**config.mk**
```make
export PLATFORM = sky130hd
export DESIGN_NAME = i2chs_top
export DESIGN_NICKNAME = d
export VERILOG_FILES = /design/src/i2chs_pkg.sv /design/src/i2chs_top.sv /design/src/i2chs_sync.sv /design/src/i2chs_fifo.sv
export VERILOG_INCLUDE_DIRS = /design/src
export SDC_FILE = /design/constraint.sdc
export NUM_CORES = 1
export LEC_CHECK = 0
export BUFFER_PORTS_ARGS = -buffer_cell sky130_fd_sc_hd__buf_2
export CORE_MARGIN = 5
export CORE_UTILIZATION = 59
export CTS_CLUSTER_SIZE = 16
export DETAILED_ROUTE_END_ITERATION = 10
export PLACE_DENSITY = 0.83
export SYNTH_ARGS = -nofsm -noshare
export SYNTH_HDL_FRONTEND = slang
export SYNTH_SLANG_ARGS = --single-unit
```
**constraint.sdc**
```tcl
create_clock -name ref_clk -period 2.1 [get_ports ref_clk]
set_input_delay 0.105 -clock ref_clk [delete_from_list [all_inputs] [get_ports ref_clk]]
set_output_delay 0.105 -clock ref_clk [all_outputs]
set_load 0.05 [all_outputs]
```
**src/i2chs_defs.svh**
```systemverilog
// register map, reset values and field positions of the two-wire slave/master block
// Operation
// - hardware slave plus firmware bit-level master mode
// - secondary address at F2H, resets to 7FH
// - two-wire and SPI requests share vector 3BH
// - bit 7 drives data pin only when enabled
// - bit 6 set makes data pin output, clear input
// - bit 5 appears directly on clock pin
// - master with output disabled latches data pin into bit 4
// - bit 3 selects firmware master, clear hardware slave
// - bit 2 holds slave in reset until cleared
// - slave direction bit 1 set when transmitting
// - flag bit 0 set after each acknowledged byte
// - control at E8H, resets to 00H, bit addressable
// - primary address at 9BH, resets to 55H, writable
// - interface permanently owns its pins
// - any data register access clears the flag; a flag set in the same cycle stays set
// - second data access per flag halts slave
// - slave stretches clock after address match until flag cleared
// - no flag for a NACKed byte; slave returns idle
`ifndef I2CHS_DEFS_SVH
`define I2CHS_DEFS_SVH

`define I2CHS_ADDR_CTRL 8'he8
`define I2CHS_ADDR_DATA 8'h9a
`define I2CHS_ADDR_SAP  8'h9b
`define I2CHS_ADDR_SAS  8'hf2

`define I2CHS_RST_CTRL  8'h00
`define I2CHS_RST_DATA  8'h00
`define I2CHS_RST_SAP   8'h55
`define I2CHS_RST_SAS   8'h7f

`define I2CHS_VECTOR    8'h3b

`define I2CHS_B_MDO     7
`define I2CHS_B_MDE     6
`define I2CHS_B_MCO     5
`define I2CHS_B_MDI     4
`define I2CHS_B_MSEL    3
`define I2CHS_B_SRST    2
`define I2CHS_B_DIR     1
`define I2CHS_B_FLAG    0

`define I2CHS_FIFO_DEPTH 4
`define I2CHS_BYTE_BITS  4'h8

`endif

```
**src/i2chs_pkg.sv**
```systemverilog
// types shared by the two-wire slave/master block
package i2chs_pkg;
    typedef enum logic [3:0] {
        st_idle, st_addr, st_push, st_ack, st_stretch,
        st_rx, st_tx, st_txack, st_halt
    } i2chs_state_e;
endpackage

```
**src/i2chs_top.sv**
```systemverilog
// two-wire slave and firmware bit master with its registers
`timescale 1ns/10ps
`include "i2chs_defs.svh"
module i2chs_top (
    input  wire logic       ref_clk,
    input  wire logic       rst_n,
    // special-function register port
    input  wire logic [7:0] sfr_addr,
    input  wire logic       sfr_wr,
    input  wire logic       sfr_rd,
    input  wire logic [7:0] sfr_wdata,
    input  wire logic       sfr_bit_wr,
    input  wire logic [2:0] sfr_bit_sel,
    input  wire logic       sfr_bit_val,
    output logic      [7:0] sfr_rdata,
    // shared interrupt
    input  wire logic       spi_flag,
    output logic            irq_req,
    output logic      [7:0] irq_vector,
    // dedicated pins
    input  wire logic       serial_data_pin_in,
    output logic            serial_data_pin_out,
    output logic            serial_data_pin_oe_n,
    input  wire logic       serial_clock_line_in,
    output logic            serial_clock_line_out,
    output logic            serial_clock_line_oe_n
);

    i2chs_pkg::i2chs_state_e state;
    localparam logic [7:0] rst_ctrl = `I2CHS_RST_CTRL;

    logic [1:0] pins_s;
    logic       scl_s;
    logic       sda_s;
    logic       scl_q;
    logic       sda_q;
    logic       scl_rise;
    logic       scl_fall;
    logic       bus_start;
    logic       bus_stop;

    logic       master_data_out_bit;
    logic       data_pin_output_enable;
    logic       master_clock_out_bit;
    logic       master_data_in_bit;
    logic       master_select_bit;
    logic       interface_reset_bit;
    logic       slave_direction_flag;
    logic       byte_done_flag;

    logic [7:0] slave_address_primary;
    logic [7:0] slave_address_secondary;
    logic [7:0] tx_byte;
    logic [7:0] ctrl_view;
    logic [7:0] next_ctrl;

    logic [7:0] rx_shift;
    logic [7:0] tx_shift;
    logic [3:0] bit_cnt;
    logic       is_addr_byte;
    logic       host_acked;
    logic       access_done;

    logic       slave_on;
    logic       ctrl_hit;
    logic       data_access;
    logic       set_flag;
    logic       halt_req;
    logic       addr_match;

    logic       fifo_in_valid;
    logic       fifo_in_ready;
    logic       fifo_out_valid;
    logic       fifo_pop;
    logic [7:0] fifo_out_data;

    // address decode shared by every register
    function automatic logic hit(input logic [7:0] a, input logic [7:0] r);
        return a == r;
    endfunction

    // replace one bit of a byte, for bit-addressable writes
    function automatic logic [7:0] put_bit(input logic [7:0] v, input logic [2:0] s, input logic b);
        logic [7:0] o;
        o    = v;
        o[s] = b;
        return o;
    endfunction

    // pins pass two flops before any logic sees them
    i2chs_sync #(
        .W (2)
    ) u_sync (
        .ref_clk  (ref_clk),
        .rst_n    (rst_n),
        .async_in ({serial_clock_line_in, serial_data_pin_in}),
        .sync_out (pins_s)
    );

    assign scl_s = pins_s[1];
    assign sda_s = pins_s[0];

    // previous synchronised levels for edge finding
    always_ff @(posedge ref_clk or negedge rst_n) begin
        if (!rst_n) begin
            scl_q <= 1'b1;
            sda_q <= 1'b1;
        end else begin
            scl_q <= scl_s;
            sda_q <= sda_s;
        end
    end

    // clock edges and bus conditions
    assign scl_rise  = scl_s & ~scl_q;
    assign scl_fall  = ~scl_s & scl_q;
    assign bus_start = scl_s & scl_q & sda_q & ~sda_s;
    assign bus_stop  = scl_s & scl_q & ~sda_q & sda_s;

    // slave runs only when not master and not held in reset
    assign slave_on = ~master_select_bit & ~interface_reset_bit;

    // register strobes
    assign ctrl_hit    = hit(sfr_addr, `I2CHS_ADDR_CTRL);
    assign data_access = (sfr_rd | sfr_wr) & hit(sfr_addr, `I2CHS_ADDR_DATA);
    assign fifo_pop    = sfr_rd & hit(sfr_addr, `I2CHS_ADDR_DATA);

    // either address register may claim the transfer
    assign addr_match = (rx_shift[7:1] == slave_address_primary[6:0]) |
                        (rx_shift[7:1] == slave_address_secondary[6:0]);

    // a flag only follows an acknowledged byte
    assign set_flag = slave_on & scl_fall &
                      ((state == i2chs_pkg::st_ack) |
                       ((state == i2chs_pkg::st_txack) & host_acked));

    // second access without a fresh flag stops the controller
    assign halt_req = data_access & access_done & ~byte_done_flag & ~set_flag;

    assign fifo_in_valid = (state == i2chs_pkg::st_push);

    i2chs_fifo #(
        .W (8),
        .D (`I2CHS_FIFO_DEPTH)
    ) u_fifo (
        .ref_clk   (ref_clk),
        .rst_n     (rst_n),
        .in_valid  (fifo_in_valid),
        .in_ready  (fifo_in_ready),
        .in_data   (rx_shift),
        .out_valid (fifo_out_valid),
        .out_ready (fifo_pop),
        .out_data  (fifo_out_data)
    );

    // control byte after a byte or single-bit write
    assign ctrl_view = {master_data_out_bit, data_pin_output_enable, master_clock_out_bit,
                        master_data_in_bit, master_select_bit, interface_reset_bit,
                        slave_direction_flag, byte_done_flag};

    always_comb begin
        next_ctrl = ctrl_view;
        if (sfr_wr) begin
            next_ctrl = sfr_wdata;
        end else if (sfr_bit_wr) begin
            next_ctrl = put_bit(ctrl_view, sfr_bit_sel, sfr_bit_val);
        end
    end

    // firmware-owned control bits; hardware bits ignore writes
    always_ff @(posedge ref_clk or negedge rst_n) begin
        if (!rst_n) begin
            master_data_out_bit    <= rst_ctrl[`I2CHS_B_MDO];
            data_pin_output_enable <= rst_ctrl[`I2CHS_B_MDE];
            master_clock_out_bit   <= rst_ctrl[`I2CHS_B_MCO];
            master_select_bit      <= rst_ctrl[`I2CHS_B_MSEL];
            interface_reset_bit    <= rst_ctrl[`I2CHS_B_SRST];
        end else if (ctrl_hit && (sfr_wr || sfr_bit_wr)) begin
            master_data_out_bit    <= next_ctrl[`I2CHS_B_MDO];
            data_pin_output_enable <= next_ctrl[`I2CHS_B_MDE];
            master_clock_out_bit   <= next_ctrl[`I2CHS_B_MCO];
            master_select_bit      <= next_ctrl[`I2CHS_B_MSEL];
            interface_reset_bit    <= next_ctrl[`I2CHS_B_SRST];
        end
    end

    // master receive bit: sample the data pin on rising clock
    always_ff @(posedge ref_clk or negedge rst_n) begin
        if (!rst_n) begin
            master_data_in_bit <= rst_ctrl[`I2CHS_B_MDI];
        end else if (master_select_bit && !data_pin_output_enable && scl_rise) begin
            master_data_in_bit <= sda_s;
        end
    end

    // address registers
    always_ff @(posedge ref_clk or negedge rst_n) begin
        if (!rst_n) begin
            slave_address_primary   <= `I2CHS_RST_SAP;
            slave_address_secondary <= `I2CHS_RST_SAS;
        end else if (sfr_wr) begin
            if (hit(sfr_addr, `I2CHS_ADDR_SAP)) begin
                slave_address_primary <= sfr_wdata;
            end else if (hit(sfr_addr, `I2CHS_ADDR_SAS)) begin
                slave_address_secondary <= sfr_wdata;
            end
        end
    end

    // byte to send on the next read transfer
    always_ff @(posedge ref_clk or negedge rst_n) begin
        if (!rst_n) begin
            tx_byte <= `I2CHS_RST_DATA;
        end else if (sfr_wr && hit(sfr_addr, `I2CHS_ADDR_DATA)) begin
            tx_byte <= sfr_wdata;
        end
    end

    // byte flag: a new byte wins over a clear in the same cycle
    always_ff @(posedge ref_clk or negedge rst_n) begin
        if (!rst_n) begin
            byte_done_flag <= 1'b0;
        end else if (!slave_on) begin
            byte_done_flag <= 1'b0;
        end else if (set_flag) begin
            byte_done_flag <= 1'b1;
        end else if (data_access) begin
            byte_done_flag <= 1'b0;
        end
    end

    // remembers that this flag was already serviced
    always_ff @(posedge ref_clk or negedge rst_n) begin
        if (!rst_n) begin
            access_done <= 1'b0;
        end else if (!slave_on || set_flag) begin
            access_done <= 1'b0;
        end else if (data_access) begin
            access_done <= 1'b1;
        end
    end

    // shared vector: firmware polls both flags
    assign irq_req    = byte_done_flag | spi_flag;
    assign irq_vector = `I2CHS_VECTOR;

    // slave byte engine
    always_ff @(posedge ref_clk or negedge rst_n) begin
        if (!rst_n) begin
            state                <= i2chs_pkg::st_idle;
            bit_cnt              <= 4'h0;
            rx_shift             <= 8'h00;
            tx_shift             <= 8'h00;
            is_addr_byte         <= 1'b0;
            host_acked           <= 1'b0;
            slave_direction_flag <= 1'b0;
        end else if (!slave_on) begin
            state   <= i2chs_pkg::st_idle;
            bit_cnt <= 4'h0;
        end else if (state == i2chs_pkg::st_halt || halt_req) begin
            state <= i2chs_pkg::st_halt;
        end else if (bus_start) begin
            state        <= i2chs_pkg::st_addr;
            bit_cnt      <= 4'h0;
            is_addr_byte <= 1'b1;
        end else if (bus_stop) begin
            state <= i2chs_pkg::st_idle;
        end else begin
            case (state)
                i2chs_pkg::st_addr, i2chs_pkg::st_rx: begin
                    if (scl_rise) begin
                        rx_shift <= {rx_shift[6:0], sda_s};
                        bit_cnt  <= bit_cnt + 4'h1;
                    end else if (scl_fall && bit_cnt == `I2CHS_BYTE_BITS) begin
                        bit_cnt <= 4'h0;
                        if (!is_addr_byte) begin
                            state <= i2chs_pkg::st_push;
                        end else if (!addr_match) begin
                            state <= i2chs_pkg::st_idle;
                        end else begin
                            slave_direction_flag <= rx_shift[0];
                            // a read transfer needs no address in the fifo
                            state <= rx_shift[0] ? i2chs_pkg::st_ack : i2chs_pkg::st_push;
                        end
                    end
                end
                i2chs_pkg::st_push: begin
                    // full fifo keeps the clock stretched
                    if (fifo_in_ready) begin
                        state <= i2chs_pkg::st_ack;
                    end
                end
                i2chs_pkg::st_ack: begin
                    if (scl_fall) begin
                        state        <= i2chs_pkg::st_stretch;
                        is_addr_byte <= 1'b0;
                    end
                end
                i2chs_pkg::st_stretch: begin
                    if (!byte_done_flag) begin
                        bit_cnt  <= 4'h0;
                        tx_shift <= tx_byte;
                        state    <= slave_direction_flag ? i2chs_pkg::st_tx : i2chs_pkg::st_rx;
                    end
                end
                i2chs_pkg::st_tx: begin
                    if (scl_fall) begin
                        tx_shift <= {tx_shift[6:0], 1'b1};
                        bit_cnt  <= bit_cnt + 4'h1;
                        if (bit_cnt == `I2CHS_BYTE_BITS - 4'h1) begin
                            state <= i2chs_pkg::st_txack;
                        end
                    end
                end
                i2chs_pkg::st_txack: begin
                    if (scl_rise) begin
                        host_acked <= ~sda_s;
                    end else if (scl_fall) begin
                        // nack ends the transfer without a flag
                        state <= host_acked ? i2chs_pkg::st_stretch : i2chs_pkg::st_idle;
                    end
                end
                default: begin
                    state <= i2chs_pkg::st_idle;
                end
            endcase
        end
    end

    // registered pin drivers; pins never shared
    always_ff @(posedge ref_clk or negedge rst_n) begin
        if (!rst_n) begin
            serial_data_pin_out    <= 1'b0;
            serial_data_pin_oe_n   <= 1'b1;
            serial_clock_line_out  <= 1'b0;
            serial_clock_line_oe_n <= 1'b1;
        end else if (master_select_bit) begin
            serial_data_pin_out    <= master_data_out_bit;
            serial_data_pin_oe_n   <= ~data_pin_output_enable;
            serial_clock_line_out  <= master_clock_out_bit;
            serial_clock_line_oe_n <= 1'b0;
        end else begin
            serial_data_pin_out    <= 1'b0;
            serial_data_pin_oe_n   <= ~((state == i2chs_pkg::st_push) | (state == i2chs_pkg::st_ack) |
                                        ((state == i2chs_pkg::st_tx) & ~tx_shift[7]));
            serial_clock_line_out  <= 1'b0;
            serial_clock_line_oe_n <= ~((state == i2chs_pkg::st_push) |
                                        (state == i2chs_pkg::st_stretch));
        end
    end

    // register read data, one cycle after the strobe
    always_ff @(posedge ref_clk or negedge rst_n) begin
        if (!rst_n) begin
            sfr_rdata <= 8'h00;
        end else if (sfr_rd) begin
            if (ctrl_hit) begin
                sfr_rdata <= ctrl_view;
            end else if (hit(sfr_addr, `I2CHS_ADDR_DATA)) begin
                sfr_rdata <= fifo_out_valid ? fifo_out_data : `I2CHS_RST_DATA;
            end else if (hit(sfr_addr, `I2CHS_ADDR_SAP)) begin
                sfr_rdata <= slave_address_primary;
            end else if (hit(sfr_addr, `I2CHS_ADDR_SAS)) begin
                sfr_rdata <= slave_address_secondary;
            end else begin
                sfr_rdata <= 8'h00;
            end
        end
    end

endmodule

```
**src/i2chs_sync.sv**
```systemverilog
// two-flop synchroniser for pin inputs
`timescale 1ns/10ps
module i2chs_sync #(
    parameter int W = 1
) (
    input  wire logic         ref_clk,
    input  wire logic         rst_n,
    input  wire logic [W-1:0] async_in,
    output logic      [W-1:0] sync_out
);
    logic [W-1:0] meta;

    // first stage feeds only the second stage
    always_ff @(posedge ref_clk or negedge rst_n) begin
        if (!rst_n) begin
            meta     <= '1;
            sync_out <= '1;
        end else begin
            meta     <= async_in;
            sync_out <= meta;
        end
    end
endmodule

```
**src/i2chs_fifo.sv**
```systemverilog
// small receive fifo with valid/ready on both sides
`timescale 1ns/10ps
module i2chs_fifo #(
    parameter int W = 8,
    parameter int D = 4
) (
    input  wire logic         ref_clk,
    input  wire logic         rst_n,
    input  wire logic         in_valid,
    output logic              in_ready,
    input  wire logic [W-1:0] in_data,
    output logic              out_valid,
    input  wire logic         out_ready,
    output logic      [W-1:0] out_data
);
    localparam int AW = $clog2(D);

    logic [W-1:0] mem [D];
    logic [AW:0]  wp;
    logic [AW:0]  rp;

    // full when pointers differ only in the wrap bit
    assign in_ready  = (wp[AW] == rp[AW]) || (wp[AW-1:0] != rp[AW-1:0]);
    assign out_valid = (wp != rp);
    assign out_data  = mem[rp[AW-1:0]];

    // storage, no reset needed
    always_ff @(posedge ref_clk) begin
        if (in_valid && in_ready) begin
            mem[wp[AW-1:0]] <= in_data;
        end
    end

    // pointers
    always_ff @(posedge ref_clk or negedge rst_n) begin
        if (!rst_n) begin
            wp <= '0;
            rp <= '0;
        end else begin
            if (in_valid && in_ready) begin
                wp <= wp + 1'b1;
            end
            if (out_valid && out_ready) begin
                rp <= rp + 1'b1;
            end
        end
    end
endmodule

```
==> results of run 1 <==
-- cells in the final DEF, fill, tap and decap left out, types with 3 or more instances in the layout --
| cell type | count |
|---|---|
| dfrtp_1 | 63 |
| buf_2 | 39 |
| nand2_1 | 35 |
| edfxtp_1 | 32 |
| buf_4 | 31 |
| mux2_2 | 27 |
| nor2_1 | 26 |
| o21ai_0 | 21 |
| clkbuf_16 | 20 |
| dfstp_2 | 19 |
| xnor2_1 | 18 |
| mux2i_1 | 14 |
| dlygate4sd3_1 | 13 |
| a21oi_1 | 12 |
| inv_1 | 11 |
| a31oi_1 | 9 |
| nand3_1 | 8 |
| mux2_4 | 8 |
| and2_1 | 8 |
| mux4_2 | 8 |
| a222oi_1 | 8 |
| conb_1 | 8 |
| nor3_1 | 7 |
| ha_1 | 7 |
| a22oi_1 | 6 |
| nor2b_1 | 6 |
| xor2_1 | 5 |
| nand4b_1 | 5 |
| buf_12 | 5 |
| nand4_1 | 4 |
| and3_1 | 4 |
| or2_2 | 3 |
| inv_6 | 3 |
-- power breakdown --
group          total, µW  switching, µW  internal, µW
Combinational        538            321           217
Sequential          2560            119          2440
Clock               3090           1090          2000
Total               6190           1530          4650
-- final cells by class --
class,count,area (µm²)
clock buffer,22,518.0
clock inverter,10,128.9
fill,579,2345
inverter,11,41.29
multi-input combinational,298,2303
sequential,115,3063
tap,111,138.9
timing repair buffer,88,658.1
-- logic make-up (layout without fill, tap and decap cells) --
family | Yosys count | after routing
AND/OR/NAND/NOR | 130 | 130
flip-flops | 115 | 115
AO/OA/AOI/OAI | 72 | 72
multiplexers | 58 | 58
buffers and inverters | 35 | 131
XOR/XNOR | 23 | 23
adder cells (fa/ha/maj) | 7 | 7
other | 2 | 8
-- how the worst max path moves through the flow --
stage	end	slack, ns	cells past startpoint
2_1_floorplan	rx_shift[0]	0.20	6
3_3_place_gp	rx_shift[6]	0.07	6
3_5_place_dp	rx_shift[3]	0.007	6
4_1_cts	rx_shift[3]	0.001	6
5_1_grt	tx_shift[1]	-0.05	7
6_report	bit_cnt[3]	0.08	6
-- Yosys cell counts, drive strengths merged, types with 8 or more instances --
library cell   n  area, µm²
inv           11      41.29
a21oi         12      60.06
a31oi         10      68.81
nand2         37      141.4
nand3          8      40.04
o21ai         21      105.1
edfxtp        32      960.9
buf           19      130.1
mux2i         14      140.1
a222oi         8      80.08
and2           9      56.31
mux4           8      180.2
dfstp         19      499.2
xnor2         18      157.7
nor2          28      120.1
mux2          36      435.4
dfrtp         64       1602
-- worst max-delay path, stage by stage (launching register included) --
cell      delay, ns
dfrtp_1        0.44
buf_4          0.19
nor4bb_2       0.42
a21oi_1        0.07
or3_1          0.40
a211o_1        0.30
mux2i_1        0.12
-- metal layers --
| metal | global-route usage | up-vias | share of wire |
|---|---|---|---|
| li1 | - | 1795 | - |
| met1 | 0.3252 | 2012 | 0.39 |
| met2 | 0.4429 | 198 | 0.52 |
| met3 | 0.05840 | 40 | 0.066 |
| met4 | 0.1023 | 0 | 0.028 |
| met5 | 0 | - | 0 |
-- stage by stage --
stage                     TNS (ns)  cell area (µm²)  cells  hold slack [ns]  utilization
after floorplan                  0             5537    448          -0.1906            -
after global placement           0             6046    608           0.1168       0.6574
after detailed placement         0             6046    608           0.1235       0.6574
after CTS                        0             6832    654          0.02843       0.7429
after global routing       -0.1406             6852    655          0.06742       0.7450
final                            0             6852    655          0.04351       0.7450
-- repair_timing --
item                                   CTS  global route
endpoints found under the hold margin   85             0
pin swaps                                1             2
gates resized for setup                  1             4
buffers inserted                         1             1
hold buffers                            13             0
setup endpoints to repair                1            29
-- sequential cells by signal, indices dropped and copies added, names as in the netlist, 2 cells and up --
signal,count
u_fifo.wp,3
slave_address_primary,8
u_sync.sync_out,2
bit_cnt,4
tx_shift,8
u_fifo.rp,3
slave_address_secondary,8
u_sync.meta,2
sfr_rdata,8
u_fifo.mem,32
tx_byte,8
rx_shift,8
state,4
==> flow_metrics.env, run 1 <==
export IMPL_status="finished clean"
export IMPL_worstPathMaxFanout=8
export IMPL_worstHoldEndpoint="master_data_out_bit"
export IMPL_n_antenna_cell=0
export IMPL_hold_depth=4
export IMPL_ys_flop_type="dfrtp_1"
export IMPL_routabilityCongestion=0.8981
export IMPL_wl_per_cell_um=21.44
export IMPL_setup_viol=0
export IMPL_routed_wl_um=14040
export IMPL_dpl_hpwl_um=9006
export IMPL_start_kind="flop"
export IMPL_grt_ovfl_total=0
export IMPL_cts_sinks=115
export IMPL_portBuffers=40
export IMPL_hold_class="input pin to flop"
export IMPL_p_leak_uw=0.002840
export IMPL_ys_warn_count=0
export IMPL_synth_seq_cells=115
export IMPL_r2r_start="state[0]"
export IMPL_reg2reg_slack_ns=0.08
export IMPL_pre_cts_ws_ns=0.007474
export IMPL_crit_required_ns=2.55
export IMPL_nets=566
export IMPL_r2r_end="bit_cnt[3]"
export IMPL_fin_crit_ns=2.017
export IMPL_fp_dieW_um=106.7
export IMPL_fin_ws_ns=0.08339
export IMPL_grt_pass1_wl_um=22470
export IMPL_die_y_um=106.7
export IMPL_syn_area_um2=5514
export IMPL_coreArea_um2=9196
export IMPL_hold_start="sfr_bit_wr"
export IMPL_hold_viol_final=0
export IMPL_period_share=0.9603
export IMPL_synth_seq_area_share=0.5553
export IMPL_drt_iter0_markers=377
export IMPL_rows=35
export IMPL_cts_path_max_buffers=2
export IMPL_synthAdderAreaFrac=0.01588
export IMPL_synth_edf_count=32
export IMPL_syn_inst=442
export IMPL_drc=0
export IMPL_syn_mean_instance_area_um2=12.48
export IMPL_cp_end_kind="flop"
export IMPL_grt_setup_unrepaired="true"
export IMPL_vias=4045
export IMPL_ff2ff_path_depth=6
export IMPL_die_area_um2=11380
export IMPL_area_delta_synth_final_pct=24.26
export IMPL_cts_tree="done"
export IMPL_synth_top_family_by_area="multiplexers"
export IMPL_skew_ns=0.007756
export IMPL_max_slew_margin=0.5705
export IMPL_arrival_ns=2.46
export IMPL_start_util=0.5996
export IMPL_routed_via_density=6.176
export IMPL_drtAntennaViolNets=0
export IMPL_synth_compound_area_share=0.09167
export IMPL_antenna_found_initial=0
export IMPL_clock_root_buffer="clkbuf_8"
export IMPL_synthMuxAreaShare=0.1371
export IMPL_p_total_uw=6186
export IMPL_synthSimpleGateAreaFrac=0.1278
export IMPL_fmax_ghz=0.4959
export IMPL_path_class="flop to flop"
export IMPL_clkLatencyLatePin_ns=0.53
export IMPL_p_per_area_nw_per_um2=902.9
export IMPL_grt_max_degree=41
export IMPL_drtPass1Iterations=5
export IMPL_synthDistinctLibCells=63
export IMPL_grt_use_total=0.2608
export IMPL_htreeDepth=4
export IMPL_drive_gt1_frac=0.3456
export IMPL_critPathLaunch="state[0]"
export IMPL_cts_buffers=17
export IMPL_num_io_pins=49
export IMPL_synth_xor_area_frac=0.03653
export IMPL_max_vdd_ir_drop_mv=0.5673
export IMPL_finalMaxSlewViolations=0
export IMPL_worstMarginPinSlew_ns=0.6439
export IMPL_grt_pass1_vias=4167
export IMPL_cap_violations=0
export IMPL_async_flop_share=0.7217
export IMPL_path_clk_slew_ns=0.06
Note: power is estimated with default switching activity, not from simulation.
==> run 2, diff against run 1 <==
--- a/config.mk
+++ b/config.mk
@@ -6,8 +6,8 @@
 export SDC_FILE = /design/constraint.sdc
 export NUM_CORES = 1
 export LEC_CHECK = 0
-export BUFFER_PORTS_ARGS = -buffer_cell sky130_fd_sc_hd__buf_2
-export CORE_MARGIN = 5
+export BUFFER_PORTS_ARGS = -buffer_cell sky130_fd_sc_hd__clkbuf_2
+export CORE_MARGIN = 4
 export CORE_UTILIZATION = 59
 export CTS_CLUSTER_SIZE = 16
 export DETAILED_ROUTE_END_ITERATION = 10
==> flow_metrics.env, run 2 (synthesis results as in run 1) <==
export IMPL_reg2reg_slack_ns=0.06
export IMPL_drtPass1Iterations=5
export IMPL_hold_class="input pin to flop"
export IMPL_path_clk_slew_ns=0.05
export IMPL_routabilityCongestion=0.8713
export IMPL_nets=568
export IMPL_die_area_um2=10960
export IMPL_hold_depth=4
export IMPL_portBuffers=40
export IMPL_hold_start="sfr_bit_wr"
export IMPL_period_share=0.9693
export IMPL_p_leak_uw=0.002797
export IMPL_worstPathMaxFanout=6
export IMPL_cp_cell_sequence="or3b_1 > or3_1 > a31oi_2 > mux2i_1 > nor2_1"
export IMPL_status="finished clean"
export IMPL_cap_violations=0
export IMPL_num_io_pins=49
export IMPL_worstHoldEndpoint="master_data_out_bit"
export IMPL_power_switching_uw=1446
export IMPL_grt_use_total=0.2516
export IMPL_worstMarginPinSlew_ns=0.5691
export IMPL_stdcell_count=657
export IMPL_grt_ovfl_total=0
export IMPL_drt_iter0_markers=299
export IMPL_setup_viol=0
export IMPL_crit_required_ns=2.49
export IMPL_critPathLaunch="state[0]"
export IMPL_final_cell_mix="63 x dfrtp_1, 39 x clkbuf_2, 35 x nand2_1"
export IMPL_grt_pass1_vias=4211
export IMPL_finalMaxSlewViolations=0
export IMPL_slowest_stage="dfrtp_1"
export IMPL_dpl_hpwl_um=8879
export IMPL_largest_register_ffs=32
export IMPL_fin_crit_ns=2.036
export IMPL_ff2ff_path_depth=5
export IMPL_holdWs_ns=0.04096
export IMPL_grt_max_degree=44
export IMPL_seqPwrFrac=0.441
export IMPL_cts_tree="done"
export IMPL_drive_gt1_frac=0.3462
export IMPL_skew_ns=0.01621
export IMPL_drc=0
export IMPL_fp_dieW_um=104.7
export IMPL_cts_sinks=115
export IMPL_area_delta_synth_final_pct=23.24
export IMPL_antenna_found_initial=0
export IMPL_coreArea_um2=9153
export IMPL_r2r_end="state[2]"
export IMPL_p_sw_frac=0.2499
export IMPL_clkLatencyLatePin_ns=0.52
export IMPL_wl_per_cell_um=19.67
export IMPL_drtAntennaViolNets=0
export IMPL_fillers=573
export IMPL_routed_via_density=6.044
export IMPL_path_class="flop to flop"
export IMPL_dp_cells=612
export IMPL_hold_viol_final=0
export IMPL_start_kind="flop"
export IMPL_cp_end_kind="flop"
export IMPL_cts_path_max_buffers=2
export IMPL_vias=3971
export IMPL_start_util=0.6025
export IMPL_fmax_ghz=0.4913
export IMPL_grt_pass1_wl_um=21400
export IMPL_grt_setup_unrepaired="true"
export IMPL_clock_root_buffer="clkbuf_8"
export IMPL_r2r_start="state[0]"
export IMPL_p_comb_frac=0.091
export IMPL_cp_slowest_stage_delay_ns=0.44
export IMPL_clkPwrFrac=0.467
export IMPL_die_y_um=104.7
export IMPL_cts_buffers=17
export IMPL_n_antenna_cell=0
export IMPL_max_vdd_ir_drop_mv=0.7339
export IMPL_max_slew_margin=0.6204
export IMPL_power_internal_uw=4341
export IMPL_htreeDepth=4
export IMPL_p_per_area_nw_per_um2=851.7
export IMPL_arrival_ns=2.43
export IMPL_routed_wl_um=12920
export IMPL_tns_ns=0
export IMPL_rows=35
export IMPL_layout_commonest_cell="dfrtp_1"
export IMPL_utilization=0.7424
[run 2: cell count changes in the layout (fill, tap and decap cells not counted), moves of 2 or more]
cell        delta
clkbuf_16      -4
buf_4          +2
clkbuf_2      +39
inv_6          -2
clkbuf_1       +2
buf_2         -39
clkinv_2       +2
clkinvlp_4     +4
[run 2: worst max path at each step]
stage | to | slack [ns] | cells past startpoint
after floorplan | rx_shift[0] | 0.20 | 6
after global placement | rx_shift[7] | 0.06 | 5
after detailed placement | rx_shift[7] | -0.02 | 5
after CTS | bit_cnt[1] | 0.05 | 6
after global routing | bit_cnt[1] | -0.09 | 8
final | state[2] | 0.06 | 5
[run 2: power by group through the flow]
stage / Combinational, µW / Clock, µW / Sequential [µW]
6_report: 527 / 2710 / 2560
5_1_grt: 579 / 2870 / 2570
4_1_cts: 529 / 2740 / 2550
3_5_place_dp: 505 / 0 / 2590
3_3_place_gp: 481 / 0 / 2580
2_1_floorplan: 318 / 0 / 2600
[run 2: critical path: cells and delay by family, from the launching register on]
kind            cells  cell delay (ns)
compound gates      1             0.33
flops               1             0.44
mux                 1             0.23
simple gates        3             0.91
[run 2: metal layers]
| layer | vias up | routed length, µm | track usage |
|---|---|---|---|
| li1 | 1797 | - | - |
| met1 | 1976 | 5153 | 0.3076 |
| met2 | 152 | 6555 | 0.4225 |
| met3 | 46 | 712 | 0.05868 |
| met4 | 0 | 503 | 0.1209 |
| met5 | - | 0 | 0 |
[run 2: final cells by class]
cell class                 instances  area (µm²)  share of cell area
clock buffer                      20       425.4             0.06260
clock inverter                    12       133.9             0.01970
inverter                          11       41.29            0.006076
multi-input combinational        298        2328              0.3427
sequential                       115        3063              0.4507
tap                              111       138.9             0.02044
timing repair buffer              90       664.4             0.09777
[run 2: what timing repair did]
| item | 4_1_cts | 5_1_grt |
|---|---|---|
| gates cloned | 0 | 0 |
| buffers inserted | 0 | 0 |
| pin swaps | 0 | 5 |
| resized for setup | 1 | 9 |
| hold buffers | 13 | 0 |
| setup endpoints to repair | 8 | 14 |
| endpoints found under the hold margin | 84 | 0 |
[run 2: through the flow]
stage                     setup WS (ns)  power (µW)  cell area [µm²]
after global placement          0.05537        3064             6063
after CTS                       0.05258        5826             6754
after floorplan                  0.1991        2914             5537
after global routing           -0.09186        6024             6795
after detailed placement       -0.02210        3096             6063
final                           0.06447        5788             6795
==> run 3, diff against run 2 <==
--- a/config.mk
+++ b/config.mk
@@ -11,7 +11,9 @@
 export CORE_UTILIZATION = 59
 export CTS_CLUSTER_SIZE = 16
 export DETAILED_ROUTE_END_ITERATION = 10
+export GPL_TIMING_DRIVEN = 0
 export PLACE_DENSITY = 0.83
+export REMOVE_ABC_BUFFERS = 1
 export SYNTH_ARGS = -nofsm -noshare
 export SYNTH_HDL_FRONTEND = slang
 export SYNTH_SLANG_ARGS = --single-unit
==> flow_metrics.env, run 3 (synthesis results as in run 1) <==
export IMPL_crit_required_ns=2.47
export IMPL_clock_root_buffer="clkbuf_8"
export IMPL_cts_buffers=17
export IMPL_hold_depth=4
export IMPL_grt_pass1_wl_um=21110
export IMPL_path_clk_slew_ns=0.06
export IMPL_area_delta_synth_final_pct=20.72
export IMPL_portBuffers=40
export IMPL_layout_commonest_cell="dfrtp_1"
export IMPL_pre_cts_ws_ns=-0.6899
export IMPL_routed_wl_um=13480
export IMPL_die_y_um=104.7
export IMPL_grt_pass1_vias=4090
export IMPL_dp_cells=577
export IMPL_routabilityCongestion=0.9915
export IMPL_n_antenna_cell=0
export IMPL_cp_end_kind="flop"
export IMPL_fp_dieW_um=104.7
export IMPL_worstMarginPinSlew_ns=1.185
export IMPL_drt_iter0_markers=297
export IMPL_arrival_ns=2.53
export IMPL_skew_ns=0.01136
export IMPL_rows=35
export IMPL_cts_sinks=115
export IMPL_vias=3975
export IMPL_hold_viol_final=0
export IMPL_coreArea_um2=9153
export IMPL_hold_class="input pin to flop"
export IMPL_fmax_ghz=0.4620
export IMPL_die_area_um2=10960
export IMPL_routed_via_density=6.310
export IMPL_p_total_uw=6079
export IMPL_start_util=0.6025
export IMPL_finalMaxSlewViolations=0
export IMPL_nets=541
export IMPL_grt_max_degree=45
export IMPL_met2_usage=0.4114
export IMPL_max_vdd_ir_drop_mv=0.5472
export IMPL_final_cell_mix="57 x dfrtp_1, 39 x clkbuf_2, 35 x nand2_1"
export IMPL_largest_register_ffs=32
export IMPL_htreeDepth=4
export IMPL_fin_ws_ns=-0.06430
export IMPL_grt_setup_unrepaired="true"
export IMPL_worstPathMaxFanout=13
export IMPL_setup_viol=1
export IMPL_status="finished with violations"
export IMPL_dpl_hpwl_um=8072
export IMPL_ff2ff_path_depth=7
export IMPL_drive_gt1_frac=0.3410
export IMPL_grt_util_met3=0.05930
export IMPL_drtAntennaViolNets=0
export IMPL_cts_path_max_buffers=2
export IMPL_fillers=561
export IMPL_post_route_cell_area_um2=6656
export IMPL_cap_violations=0
export IMPL_drc=0
export IMPL_busiest_layer="met2"
export IMPL_period_share=1.031
export IMPL_dpl_cell_area_um2=5763
export IMPL_max_slew_margin=0.2031
export IMPL_fin_crit_ns=2.164
export IMPL_antenna_found_initial=0
export IMPL_violations="negative setup slack"
export IMPL_met1_usage=0.3008
export IMPL_p_leak_uw=0.002673
export IMPL_start_kind="flop"
export IMPL_grt_use_total=0.2488
export IMPL_clkLatencyLatePin_ns=0.52
export IMPL_num_io_pins=49
export IMPL_p_per_area_nw_per_um2=913.2
export IMPL_drtPass1Iterations=5
export IMPL_stdcell_count=630
export IMPL_wl_per_cell_um=21.40
export IMPL_grt_ovfl_total=0
export IMPL_path_class="flop to flop"
export IMPL_cts_tree="done"
-- run 3: cell count changes in the layout (fill, tap and decap cells not counted), moves of 3 or more --
cell,change
dfrtp_1,-6
buf_4,-25
clkinv_1,+3
dfrtp_2,+5
and2_2,+4
and2_1,-4
-- run 3: worst max-delay path: stages, from the launching register on --
cell and delay (ns):
dfrtp_2 0.53, and3b_2 0.27, nand4_1 0.17, a32oi_4 0.29
buf_4 0.17, nand2_1 0.10, o31ai_1 0.31, o21ai_0 0.18
-- run 3: cell type report --
type / count / area (µm²) / area share
Multi-Input combinational cell: 298 / 2367 / 0.3556
Tap cell: 111 / 138.9 / 0.02086
Clock buffer: 18 / 417.9 / 0.06278
Inverter: 11 / 41.29 / 0.006203
Sequential cell: 115 / 3073 / 0.4617
Clock inverter: 14 / 185.2 / 0.02782
Timing Repair Buffer: 63 / 432.9 / 0.06504
-- run 3: layer usage --
metal	vias up	share of wire
li1	1746	-
met3	52	0.066
met2	192	0.51
met1	1985	0.39
met4	0	0.034
met5	-	0
-- run 3: report_power, final --
group	leakage, µW	switching [µW]	total [µW]	internal, µW
Combinational	0.00110	321	532	211
Sequential	0.00129	140	2580	2440
Clock	0.000284	1050	2970	1920
Total	0.00267	1510	6080	4570
-- run 3: path summary, 6_finish.rpt --
check | from | slack [ns] | end
max in group asynchronous | rst_n | 1.26 | serial_data_pin_oe_n
worst min-delay path | sfr_bit_wr | 0.03 | master_data_out_bit
worst min register to register | u_sync.meta[0] | 0.35 | u_sync.sync_out[0]
worst max-delay path | state[0] | -0.06 | is_addr_byte
worst max register to register | state[0] | -0.06 | is_addr_byte
min in group asynchronous | rst_n | 0.15 | sfr_rdata[1]
-- run 3: timing repair --
item                                    CTS  global route
gates resized for setup                  20             9
setup buffers                             6             2
hold buffers                             13             0
pin swaps                                 5             3
endpoints found under the setup margin   59            55
cloned                                    0             0
hold endpoints to repair                 70             0
-- run 3: through the flow --
step	hold slack, ns	TNS (ns)	util
finish	0.02681	-0.06430	0.7273
global route	0.05587	-0.3913	0.7273
CTS	0.009277	-0.0006433	0.7207
detailed placement	0.1497	-23.05	0.6297
global placement	0.1926	-24.24	0.6257
floorplan	-0.1906	-5.053	-
